--- config.mk ---
export PLATFORM = sky130hd
export DESIGN_NAME = vco_ctrl
export DESIGN_NICKNAME = d
export VERILOG_FILES = /design/src/hw/vco_pkg.sv /design/src/hw/vco_ctrl.sv
export VERILOG_INCLUDE_DIRS = /design/src /design/src/hw
export SDC_FILE = /design/constraint.sdc
export NUM_CORES = 1
export LEC_CHECK = 0
export ABC_AREA = 1
export BUFFER_PORTS_ARGS = -buffer_cell sky130_fd_sc_hd__buf_2
export CAP_MARGIN = 10
export CORE_UTILIZATION = 30
export CTS_BUF_LIST = sky130_fd_sc_hd__clkbuf_4
export DETAILED_ROUTE_END_ITERATION = 8
export GPL_TIMING_DRIVEN = 1
export SLEW_MARGIN = 20
export SYNTH_ARGS = -nofsm -noshare
export SYNTH_HDL_FRONTEND = slang
export SYNTH_SLANG_ARGS = --single-unit
--- constraint.sdc ---
create_clock -name clk_in -period 5 [get_ports clk_in]
set_input_delay 0.75 -clock clk_in [delete_from_list [all_inputs] [get_ports clk_in]]
set_output_delay 0.75 -clock clk_in [all_outputs]
set_load 0.02 [all_outputs]
--- src/hw/vco_regs.svh ---
// Purpose: register map, fields, reset values and timing of the synthesizer control.
// Assumes: 5-bit word-aligned byte addresses, 32-bit data.
// Notes:   fields are bit positions inside their register word.
`ifndef VCO_CTRL_REGS_SVH
`define VCO_CTRL_REGS_SVH

// Register addresses
`define VCO_A_FREQ  5'h00
`define VCO_A_PLL   5'h04
`define VCO_A_CAL   5'h08
`define VCO_A_OUT   5'h0C
`define VCO_A_STAT  5'h10

// Reset values
`define VCO_RST_FREQ 32'h0001_0064
`define VCO_RST_PLL  32'h0000_0001
`define VCO_RST_CAL  32'h0000_0406
`define VCO_RST_OUT  32'h0000_0602

// Frequency control register
`define VCO_N_MSB    15
`define VCO_N_LSB    0
`define VCO_SKIP_BIT 16
// Loop register
`define VCO_R_MSB    7
`define VCO_R_LSB    0
`define VCO_DBL_BIT  8
`define VCO_CPG_MSB  13
`define VCO_CPG_LSB  9
`define VCO_DLY_MSB  16
`define VCO_DLY_LSB  14
// Calibration register
`define VCO_CSEL_MSB 1
`define VCO_CSEL_LSB 0
`define VCO_CPOL_BIT 2
`define VCO_BAND_MSB 10
`define VCO_BAND_LSB 3
`define VCO_RFS_MSB  18
`define VCO_RFS_LSB  11
// Output register
`define OUTPUT_DIVIDE_VALUE_MSB  5
`define OUTPUT_DIVIDE_VALUE_LSB  0
`define VCO_ZD_BIT   6
`define VCO_BYPA_BIT 7
`define VCO_BYPB_BIT 8
`define VCO_PDA_BIT  9
`define VCO_PDB_BIT  10
`define VCO_OVR_BIT  11
`define VCO_PWRA_MSB 17
`define VCO_PWRA_LSB 12
`define VCO_PWRB_MSB 23
`define VCO_PWRB_LSB 18
// Status register
`define VCO_ST_BUSY_BIT 0
`define VCO_ST_DONE_BIT 1
`define VCO_ST_FAIL_BIT 2
`define VCO_ST_CORE_MSB 4
`define VCO_ST_CORE_LSB 3
`define VCO_ST_BAND_MSB 12
`define VCO_ST_BAND_LSB 5
`define VCO_ST_LAST_MSB 14
`define VCO_ST_LAST_LSB 13

// Limits
`define OUTPUT_DIVIDE_VALUE_MIN  6'h02
`define OUTPUT_DIVIDE_VALUE_MAX  6'h26
`define VCO_BAND_LO  8'h00
`define VCO_BAND_HI  8'hFF
`define VCO_CORE_LO  2'h0
`define VCO_CORE_HI  2'h3

// Timing
`define VCO_CLK_NS    4
`define VCO_SETTLE_NS 40
`define VCO_SETTLE_CYC ((`VCO_SETTLE_NS + `VCO_CLK_NS - 1) / `VCO_CLK_NS)

`endif

--- src/hw/vco_pkg.sv ---
// Purpose: shared types of the synthesizer control.
// Assumes: nothing beyond the register header.
// Notes:   calibration walks these states.
package vco_pkg;
  typedef enum logic [1:0] {
    VCO_IDLE,
    VCO_SETTLE,
    VCO_STEP
  } vco_cal_state_t;
endpackage

--- src/hw/vco_ctrl.sv ---
// Purpose: loop control, oscillator calibration and output control.
// Assumes: ticks and compare inputs are synchronous to clk_in.
// Notes:   band search compares once per settle window.
`timescale 1ns/1ps
`include "vco_regs.svh"

module vco_ctrl (
  // Clock, reset, enable
  input  wire logic        clk_in,
  input  wire logic        resetn_in,
  input  wire logic        ce_in,
  // Register port
  input  wire logic [4:0]  addr_in,
  input  wire logic [31:0] wdata_in,
  input  wire logic        wr_in,
  input  wire logic        rd_in,
  output logic      [31:0] rdata_out,
  // Loop ticks
  input  wire logic        ref_tick_in,
  input  wire logic        vco_tick_in,
  // Calibration frequency compare
  input  wire logic        cal_slow_in,
  input  wire logic        cal_fast_in,
  // Buffer enable pin
  input  wire logic        buffer_enable_pin_in,
  // Charge pump
  output logic             pump_up_out,
  output logic             pump_down_out,
  output logic      [4:0]  cp_gain_out,
  // Oscillator
  output logic      [1:0]  core_out,
  output logic      [7:0]  band_code_out,
  output logic             cal_busy_out,
  // RF outputs
  output logic             rf_a_tick_out,
  output logic             rf_b_tick_out,
  output logic             out_a_enable_out,
  output logic             out_b_enable_out,
  output logic      [5:0]  out_a_level_out,
  output logic      [5:0]  out_b_level_out
);

  // Even divide values 2..38 only
  function automatic logic div_ok(input logic [5:0] v);
    div_ok = (v >= `OUTPUT_DIVIDE_VALUE_MIN) && (v <= `OUTPUT_DIVIDE_VALUE_MAX) && !v[0];
  endfunction

  // Buffer power state from power-down, override and pin
  function automatic logic buf_on(input logic pd, input logic ovr, input logic pin);
    buf_on = !pd && (!ovr || pin);
  endfunction

  logic [31:0] freq_q;
  logic [31:0] pll_q;
  logic [31:0] cal_q;
  logic [31:0] out_q;
  logic        cal_start;
  logic [31:0] stat;

  vco_pkg::vco_cal_state_t state_q;
  logic [1:0]  core_q;
  logic [7:0]  band_q;
  logic [1:0]  last_core_q;
  logic        done_q;
  logic        fail_q;
  logic [3:0]  settle_q;

  logic [7:0]  rcnt_q;
  logic [8:0]  rsum;
  logic [7:0]  rdiv;
  logic        ref_pulse;
  logic [15:0] ncnt_q;
  logic [15:0] ndiv;
  logic        fb_tick;
  logic        fb_pulse;
  logic [5:0]  ocnt_q;
  logic        div_pulse;
  logic [2:0]  on_cnt_q;

  // Field views
  wire         zero_dly = out_q[`VCO_ZD_BIT];
  wire  [5:0]  div_val  = out_q[`OUTPUT_DIVIDE_VALUE_MSB:`OUTPUT_DIVIDE_VALUE_LSB];
  wire  [2:0]  min_on   = pll_q[`VCO_DLY_MSB:`VCO_DLY_LSB];

  // Register zero write starts calibration unless skipped
  assign cal_start = wr_in && (addr_in == `VCO_A_FREQ)
                     && !wdata_in[`VCO_SKIP_BIT];

  // Register writes; illegal divide values keep old divide
  always_ff @(posedge clk_in) begin
    if (!resetn_in) begin
      freq_q <= `VCO_RST_FREQ;
      pll_q  <= `VCO_RST_PLL;
      cal_q  <= `VCO_RST_CAL;
      out_q  <= `VCO_RST_OUT;
    end else if (ce_in && wr_in) begin
      case (addr_in)
        `VCO_A_FREQ: freq_q <= wdata_in;
        `VCO_A_PLL:  pll_q  <= wdata_in;
        `VCO_A_CAL:  cal_q  <= wdata_in;
        `VCO_A_OUT: begin
          out_q <= wdata_in;
          if (!div_ok(wdata_in[`OUTPUT_DIVIDE_VALUE_MSB:`OUTPUT_DIVIDE_VALUE_LSB])) begin
            out_q[`OUTPUT_DIVIDE_VALUE_MSB:`OUTPUT_DIVIDE_VALUE_LSB] <= div_val;
          end
        end
        default: ;
      endcase
    end
  end

  // Status word
  always_comb begin
    stat = 32'h0000_0000;
    stat[`VCO_ST_BUSY_BIT] = (state_q != vco_pkg::VCO_IDLE);
    stat[`VCO_ST_DONE_BIT] = done_q;
    stat[`VCO_ST_FAIL_BIT] = fail_q;
    stat[`VCO_ST_CORE_MSB:`VCO_ST_CORE_LSB] = core_q;
    stat[`VCO_ST_BAND_MSB:`VCO_ST_BAND_LSB] = band_q;
    stat[`VCO_ST_LAST_MSB:`VCO_ST_LAST_LSB] = last_core_q;
  end

  // Read data one cycle after the strobe, zero when unmapped
  always_ff @(posedge clk_in) begin
    if (!resetn_in) begin
      rdata_out <= 32'h0000_0000;
    end else if (ce_in) begin
      if (rd_in) begin
        case (addr_in)
          `VCO_A_FREQ: rdata_out <= freq_q;
          `VCO_A_PLL:  rdata_out <= pll_q;
          `VCO_A_CAL:  rdata_out <= cal_q;
          `VCO_A_OUT:  rdata_out <= out_q;
          `VCO_A_STAT: rdata_out <= stat;
          default:     rdata_out <= 32'h0000_0000;
        endcase
      end else begin
        rdata_out <= 32'h0000_0000;
      end
    end
  end

  // Reference divider; doubler adds two per tick
  assign rdiv = (pll_q[`VCO_R_MSB:`VCO_R_LSB] == 8'h00) ? 8'h01
                : pll_q[`VCO_R_MSB:`VCO_R_LSB];
  assign rsum = {1'b0, rcnt_q}
                + (pll_q[`VCO_DBL_BIT] ? 9'h002 : 9'h001);
  assign ref_pulse = ref_tick_in && (rsum >= {1'b0, rdiv});

  always_ff @(posedge clk_in) begin
    if (!resetn_in) begin
      rcnt_q <= 8'h00;
    end else if (ce_in && ref_tick_in) begin
      rcnt_q <= ref_pulse ? 8'(rsum - {1'b0, rdiv}) : rsum[7:0];
    end
  end

  // Output divider counts oscillator ticks; compare is >= so a smaller divide never wraps the counter
  assign div_pulse = vco_tick_in && (ocnt_q >= 6'(div_val - 6'h01));

  always_ff @(posedge clk_in) begin
    if (!resetn_in) begin
      ocnt_q <= 6'h00;
    end else if (ce_in && vco_tick_in) begin
      ocnt_q <= div_pulse ? 6'h00 : 6'(ocnt_q + 6'h01);
    end
  end

  // Divider enters feedback only in zero-delay mode
  assign fb_tick = zero_dly ? div_pulse : vco_tick_in;
  assign ndiv = (freq_q[`VCO_N_MSB:`VCO_N_LSB] == 16'h0000) ? 16'h0001
                : freq_q[`VCO_N_MSB:`VCO_N_LSB];
  assign fb_pulse = fb_tick && (ncnt_q >= 16'(ndiv - 16'h0001));

  always_ff @(posedge clk_in) begin
    if (!resetn_in) begin
      ncnt_q <= 16'h0000;
    end else if (ce_in && fb_tick) begin
      ncnt_q <= fb_pulse ? 16'h0000 : 16'(ncnt_q + 16'h0001);
    end
  end

  // Phase detector; both sides held at least the set on time
  always_ff @(posedge clk_in) begin
    if (!resetn_in) begin
      pump_up_out   <= 1'b0;
      pump_down_out <= 1'b0;
      on_cnt_q      <= 3'h0;
    end else if (ce_in) begin
      if (pump_up_out && pump_down_out) begin
        if (on_cnt_q >= min_on) begin
          pump_up_out   <= ref_pulse;
          pump_down_out <= fb_pulse;
          on_cnt_q      <= 3'h0;
        end else begin
          on_cnt_q <= 3'(on_cnt_q + 3'h1);
        end
      end else begin
        pump_up_out   <= pump_up_out | ref_pulse;
        pump_down_out <= pump_down_out | fb_pulse;
      end
    end
  end

  // Charge pump gain, 32 levels
  always_ff @(posedge clk_in) begin
    if (!resetn_in) begin
      cp_gain_out <= 5'h00;
    end else if (ce_in) begin
      cp_gain_out <= pll_q[`VCO_CPG_MSB:`VCO_CPG_LSB];
    end
  end

  // Calibration; a new start restarts any search in progress
  always_ff @(posedge clk_in) begin
    if (!resetn_in) begin
      state_q     <= vco_pkg::VCO_IDLE;
      core_q      <= `VCO_CORE_LO;
      band_q      <= `VCO_BAND_LO;
      last_core_q <= `VCO_CORE_LO;
      done_q      <= 1'b0;
      fail_q      <= 1'b0;
      settle_q    <= 4'h0;
    end else if (ce_in) begin
      if (cal_start) begin
        // Start core by policy, band from default code
        core_q   <= wdata_in[`VCO_SKIP_BIT] ? core_q
                  : (cal_q[`VCO_CPOL_BIT] ? cal_q[`VCO_CSEL_MSB:`VCO_CSEL_LSB]
                  : last_core_q);
        band_q   <= cal_q[`VCO_BAND_MSB:`VCO_BAND_LSB];
        done_q   <= 1'b0;
        fail_q   <= 1'b0;
        settle_q <= 4'h0;
        state_q  <= vco_pkg::VCO_SETTLE;
      end else begin
        case (state_q)
          vco_pkg::VCO_IDLE: ; // Band code held
          vco_pkg::VCO_SETTLE: begin
            // Let the compare settle after each band change
            if (settle_q == 4'(`VCO_SETTLE_CYC - 1)) begin
              state_q <= vco_pkg::VCO_STEP;
            end else begin
              settle_q <= 4'(settle_q + 4'h1);
            end
          end
          vco_pkg::VCO_STEP: begin
            settle_q <= 4'h0;
            state_q  <= vco_pkg::VCO_SETTLE;
            if (!cal_slow_in && !cal_fast_in) begin
              done_q      <= 1'b1;
              last_core_q <= core_q;
              state_q     <= vco_pkg::VCO_IDLE;
            end else if (cal_slow_in && band_q != `VCO_BAND_LO) begin
              band_q <= 8'(band_q - 8'h01); // lower code, higher freq
            end else if (cal_fast_in && band_q != `VCO_BAND_HI) begin
              band_q <= 8'(band_q + 8'h01);
            end else if (cal_slow_in && core_q != `VCO_CORE_HI) begin
              core_q <= 2'(core_q + 2'h1); // faster core
              band_q <= cal_q[`VCO_BAND_MSB:`VCO_BAND_LSB];
            end else if (cal_fast_in && !cal_slow_in && core_q != `VCO_CORE_LO) begin
              core_q <= 2'(core_q - 2'h1); // slower core
              band_q <= cal_q[`VCO_BAND_MSB:`VCO_BAND_LSB];
            end else begin
              fail_q  <= 1'b1; // no core left
              state_q <= vco_pkg::VCO_IDLE;
            end
          end
          default: state_q <= vco_pkg::VCO_IDLE;
        endcase
      end
    end
  end

  // Oscillator core and band drive, 255 is slowest band
  assign core_out      = core_q;
  assign band_code_out = band_q;
  assign cal_busy_out  = (state_q != vco_pkg::VCO_IDLE);

  // RF output ticks, buffer states and levels
  always_ff @(posedge clk_in) begin
    if (!resetn_in) begin
      rf_a_tick_out    <= 1'b0;
      rf_b_tick_out    <= 1'b0;
      out_a_enable_out <= 1'b0;
      out_b_enable_out <= 1'b0;
      out_a_level_out  <= 6'h00;
      out_b_level_out  <= 6'h00;
    end else if (ce_in) begin
      rf_a_tick_out <= out_q[`VCO_BYPA_BIT] ? vco_tick_in : div_pulse;
      rf_b_tick_out <= out_q[`VCO_BYPB_BIT] ? vco_tick_in : div_pulse;
      out_a_enable_out <= buf_on(out_q[`VCO_PDA_BIT], out_q[`VCO_OVR_BIT],
                                 buffer_enable_pin_in);
      out_b_enable_out <= buf_on(out_q[`VCO_PDB_BIT], out_q[`VCO_OVR_BIT],
                                 buffer_enable_pin_in);
      out_a_level_out <= out_q[`VCO_PWRA_MSB:`VCO_PWRA_LSB];
      out_b_level_out <= out_q[`VCO_PWRB_MSB:`VCO_PWRB_LSB];
    end
  end

endmodule

==> impl_metrics.tcl <==
set metrics [dict create \
    post-route-period-util 0.685 \
    insertion_delay_ps 690 \
    netlist_area_um2 11800 \
    setup_violations 0 \
    post-cts-setup-buffers 0 \
    synth_adder_area_share 0.0512 \
    clockRootBuffer "clkbuf_4" \
    ys_ff_latch 236 \
    wirelength_um 38300 \
    crit_fanout 15 \
    vias 11640 \
    cp_data_required_time_ps 5520 \
    rrSetupSlack_ps 1570 \
    rr_worst_depth 21 \
    ys.warnings.count 0 \
    grt_pass1_vias 10991 \
    syn-instance-count 1695 \
    synth_compound_area_frac 0.157 \
    setup_tns_ps 0 \
    dr.first_iter.drc_count 1005 \
    boundaryPins 113 \
    grt_setup_unrepaired "false" \
    synthXorXnorAreaFrac 0.0305 \
    io_buffers 112 \
    fin_nets 1907 \
    cts_resized 0 \
    min_period_ps 3430 \
    cts_hold_buffers 0 \
    initial_core_util 0.305 \
    r2r-start "freq_q[8]" \
    clock_skew_ps 56.0 \
    yosys.area_share.simple 0.286 \
    worst_pin_slew_ps 1110 \
    worstSetupStartpointType "register" \
    synth_edf_count 0 \
    hold_path.class "input port to register" \
    end_kind "register" \
    cap_violations 0 \
    timing.fmax_mhz 292 \
    status "finished, final reports clean" \
    antenna_found_initial 1 \
    synthMuxAreaShare 0.000850 \
    ir_worst_vdd_v 0.000190 \
    overflow 0 \
    drt.antenna.violating_nets 0 \
    ctsLongestPathBuffers 3 \
    yosys_most_used_dff "dfxtp_1" \
    utilization 0.352 \
    drive_gt1_frac 0.142 \
    syn2layout_area_growth_pct 15.5 \
    arrival_ps 3950 \
    avgSynthCellArea_um2 6.95 \
    ys_seq_area_frac 0.401 \
    cts.sinks 236 \
    async_flop_share 0 \
    whs_path_depth 3 \
    syn_nets 1789 \
    r2r-end "ncnt_q[4]" \
    route.detailed.drc 0 \
    tritoncts "yes" \
    hold_start "wdata_in[6]" \
    dr.pass1.iters 5 \
    grt_pass1_wl_um 60400 \
    power.density_nw_per_um2 304 \
    min_to "freq_q[6]" \
    grt.total_usage 0.189 \
    die-area_um2 40000 \
    synth_top_family_by_area "simple AND/OR/NAND/NOR gates" \
    worst-setup-path-type "register to register" \
    leakagePower_nw 6.03 \
    place.gp.congestion 0.897 \
    placementRows 72 \
    cts_buffers 67 \
    cts.clk_slew.worst_paths_ps 60 \
    dp_hpwl_um 26700 \
    coreArea_um2 38600 \
    hold_viol 0 \
    wl_per_cell_um 16.1 \
    die_y_um 200 \
    die_w_um 200 \
    drv_slew 0 \
    grt_max_degree 99 \
    vias_per_cell 4.90 \
    yosysUniqueCellTypes 44 \
    slew_headroom 0.257 \
    h-tree-depth 3 \
]
## worst max-delay path: stages, from the launching register on
cell     delay [ps]
dfxtp_1         440
nor2_1          110
nand2_1          70
nor2_1           60
nand2_1          70
nand2_1          50
inv_1            70
ha_1            220
nand2_1         100
nor2_1          250
nand3_1         170
nor3_1          200
xor2_1          170
inv_1            60
ha_1            270
nand2_1          80
nor3_1          230
nand3_1          90
nand3_1         120
nand2_1          70
nand2_2         250
nor2_1           90
## cells in the mapped netlist (4+ instances only)
cell type	count	share of area
nand2_1	357	0.11
nor2_1	293	0.093
dfxtp_1	236	0.40
o21ai_0	189	0.080
inv_1	134	0.043
a21oi_1	108	0.046
nand3_1	77	0.033
clkbuf_1	51	0.016
ha_1	45	0.048
xor2_1	29	0.022
nand4_1	24	0.013
o211ai_1	22	0.014
nor3_1	20	0.0085
buf_2	17	0.0072
inv_2	12	0.0038
o22ai_1	12	0.0064
xnor2_1	12	0.0089
a31oi_1	6	0.0032
nand2_2	6	0.0032
nor2_4	5	0.0048
nor2_2	4	0.0021
## sequential cells by signal, indices dropped and copies added, names as in the netlist, 2 cells and up
name             flops
cal_q               32
freq_q              32
out_q               32
pll_q               32
rdata_out           32
ncnt_q              16
band_code_out        8
rcnt_q               8
ocnt_q               6
out_a_level_out      6
out_b_level_out      6
cp_gain_out          5
settle_q             4
on_cnt_q             3
core_out             2
last_core_q          2
state_q              2
## power by group
group / internal (mW) / switching [mW] / leakage [nW] / total [mW]
logic: 0.124 / 0.276 / 3.62 / 0.400
registers: 1.91 / 0.0217 / 1.91 / 1.93
clock network: 0.995 / 0.816 / 0.502 / 1.81
total: 3.03 / 1.11 / 6.03 / 4.14
## worst max path at each step
stage | endpoint | start | slack [ps]
6_report | ncnt_q[4] | freq_q[8] | 1570
5_1_grt | ncnt_q[4] | freq_q[5] | 1200
4_1_cts | ncnt_q[4] | freq_q[8] | 1550
3_5_place_dp | ncnt_q[5] | freq_q[8] | 1620
3_3_place_gp | ncnt_q[5] | freq_q[8] | 1660
2_1_floorplan | ncnt_q[11] | freq_q[8] | 2070
## cell families (layout without fill, tap and decap cells)
| kind of cell | count (synthesis) | in the layout |
|---|---|---|
| simple gates | 803 | 803 |
| xor+xnor | 41 | 41 |
| other cells | 0 | 3 |
| buf+inv | 220 | 381 |
| flops | 236 | 236 |
| mux | 1 | 1 |
| compound gates | 347 | 347 |
| fa+ha+maj | 47 | 47 |
## routing by layer
layer / global-route usage / wire, um / part of all wire / vias to the layer above
met3: 0.0407 / 2710 / 0.071 / 69
met1: 0.257 / 17800 / 0.46 / 5345
met2: 0.294 / 16800 / 0.44 / 404
met4: 0.0687 / 986 / 0.026 / 0
li1: - / - / - / 5822
met5: 0 / 0 / 0 / -
## layout make-up
type / count / area [um2]
Fill cell: 4184 / 25000
Multi-Input combinational cell: 1239 / 6190
Sequential cell: 236 / 4720
Clock buffer: 98 / 736
Tap cell: 518 / 648
Timing Repair Buffer: 122 / 638
Inverter: 147 / 553
Clock inverter: 14 / 110
Antenna cell: 3 / 7.51
## cells in the final DEF, fill, tap and decap left out, drive strengths merged, types with 2 or more instances in the layout
| cell | synthesis | final |
|---|---|---|
| nor3 | 20 | 20 |
| o21bai | 2 | 2 |
| inv | 146 | 147 |
| or2 | 3 | 3 |
| diode | 0 | 3 |
| clkinv | 1 | 11 |
| o211ai | 22 | 22 |
| xnor2 | 12 | 12 |
| nor2 | 302 | 302 |
| clkbuf | 51 | 98 |
| ha | 45 | 45 |
| xor2 | 29 | 29 |
| o21ai | 189 | 189 |
| a21oi | 110 | 110 |
| nand3 | 80 | 80 |
| o2111ai | 2 | 2 |
| nand3b | 3 | 3 |
| nor3b | 2 | 2 |
| dfxtp | 236 | 236 |
| o22ai | 12 | 12 |
| buf | 22 | 122 |
| nand2 | 366 | 366 |
| a31oi | 6 | 6 |
| nand4 | 25 | 25 |
| bufinv | 0 | 2 |
| fa | 2 | 2 |
## stage by stage
step                      hold WS [ps]  setup slack (ps)  power [mW]  cells  area (um2)
after floorplan                    425              2070        2.24   1695       11800
after global placement             439              1660        2.36   2262       12800
after detailed placement           444              1620        2.37   2262       12800
after CTS                          304              1550        4.19   2374       13600
after global routing               305              1200        4.35   2376       13600
final                              351              1570        4.14   2377       13600
Power figures use the tool's default switching activity.
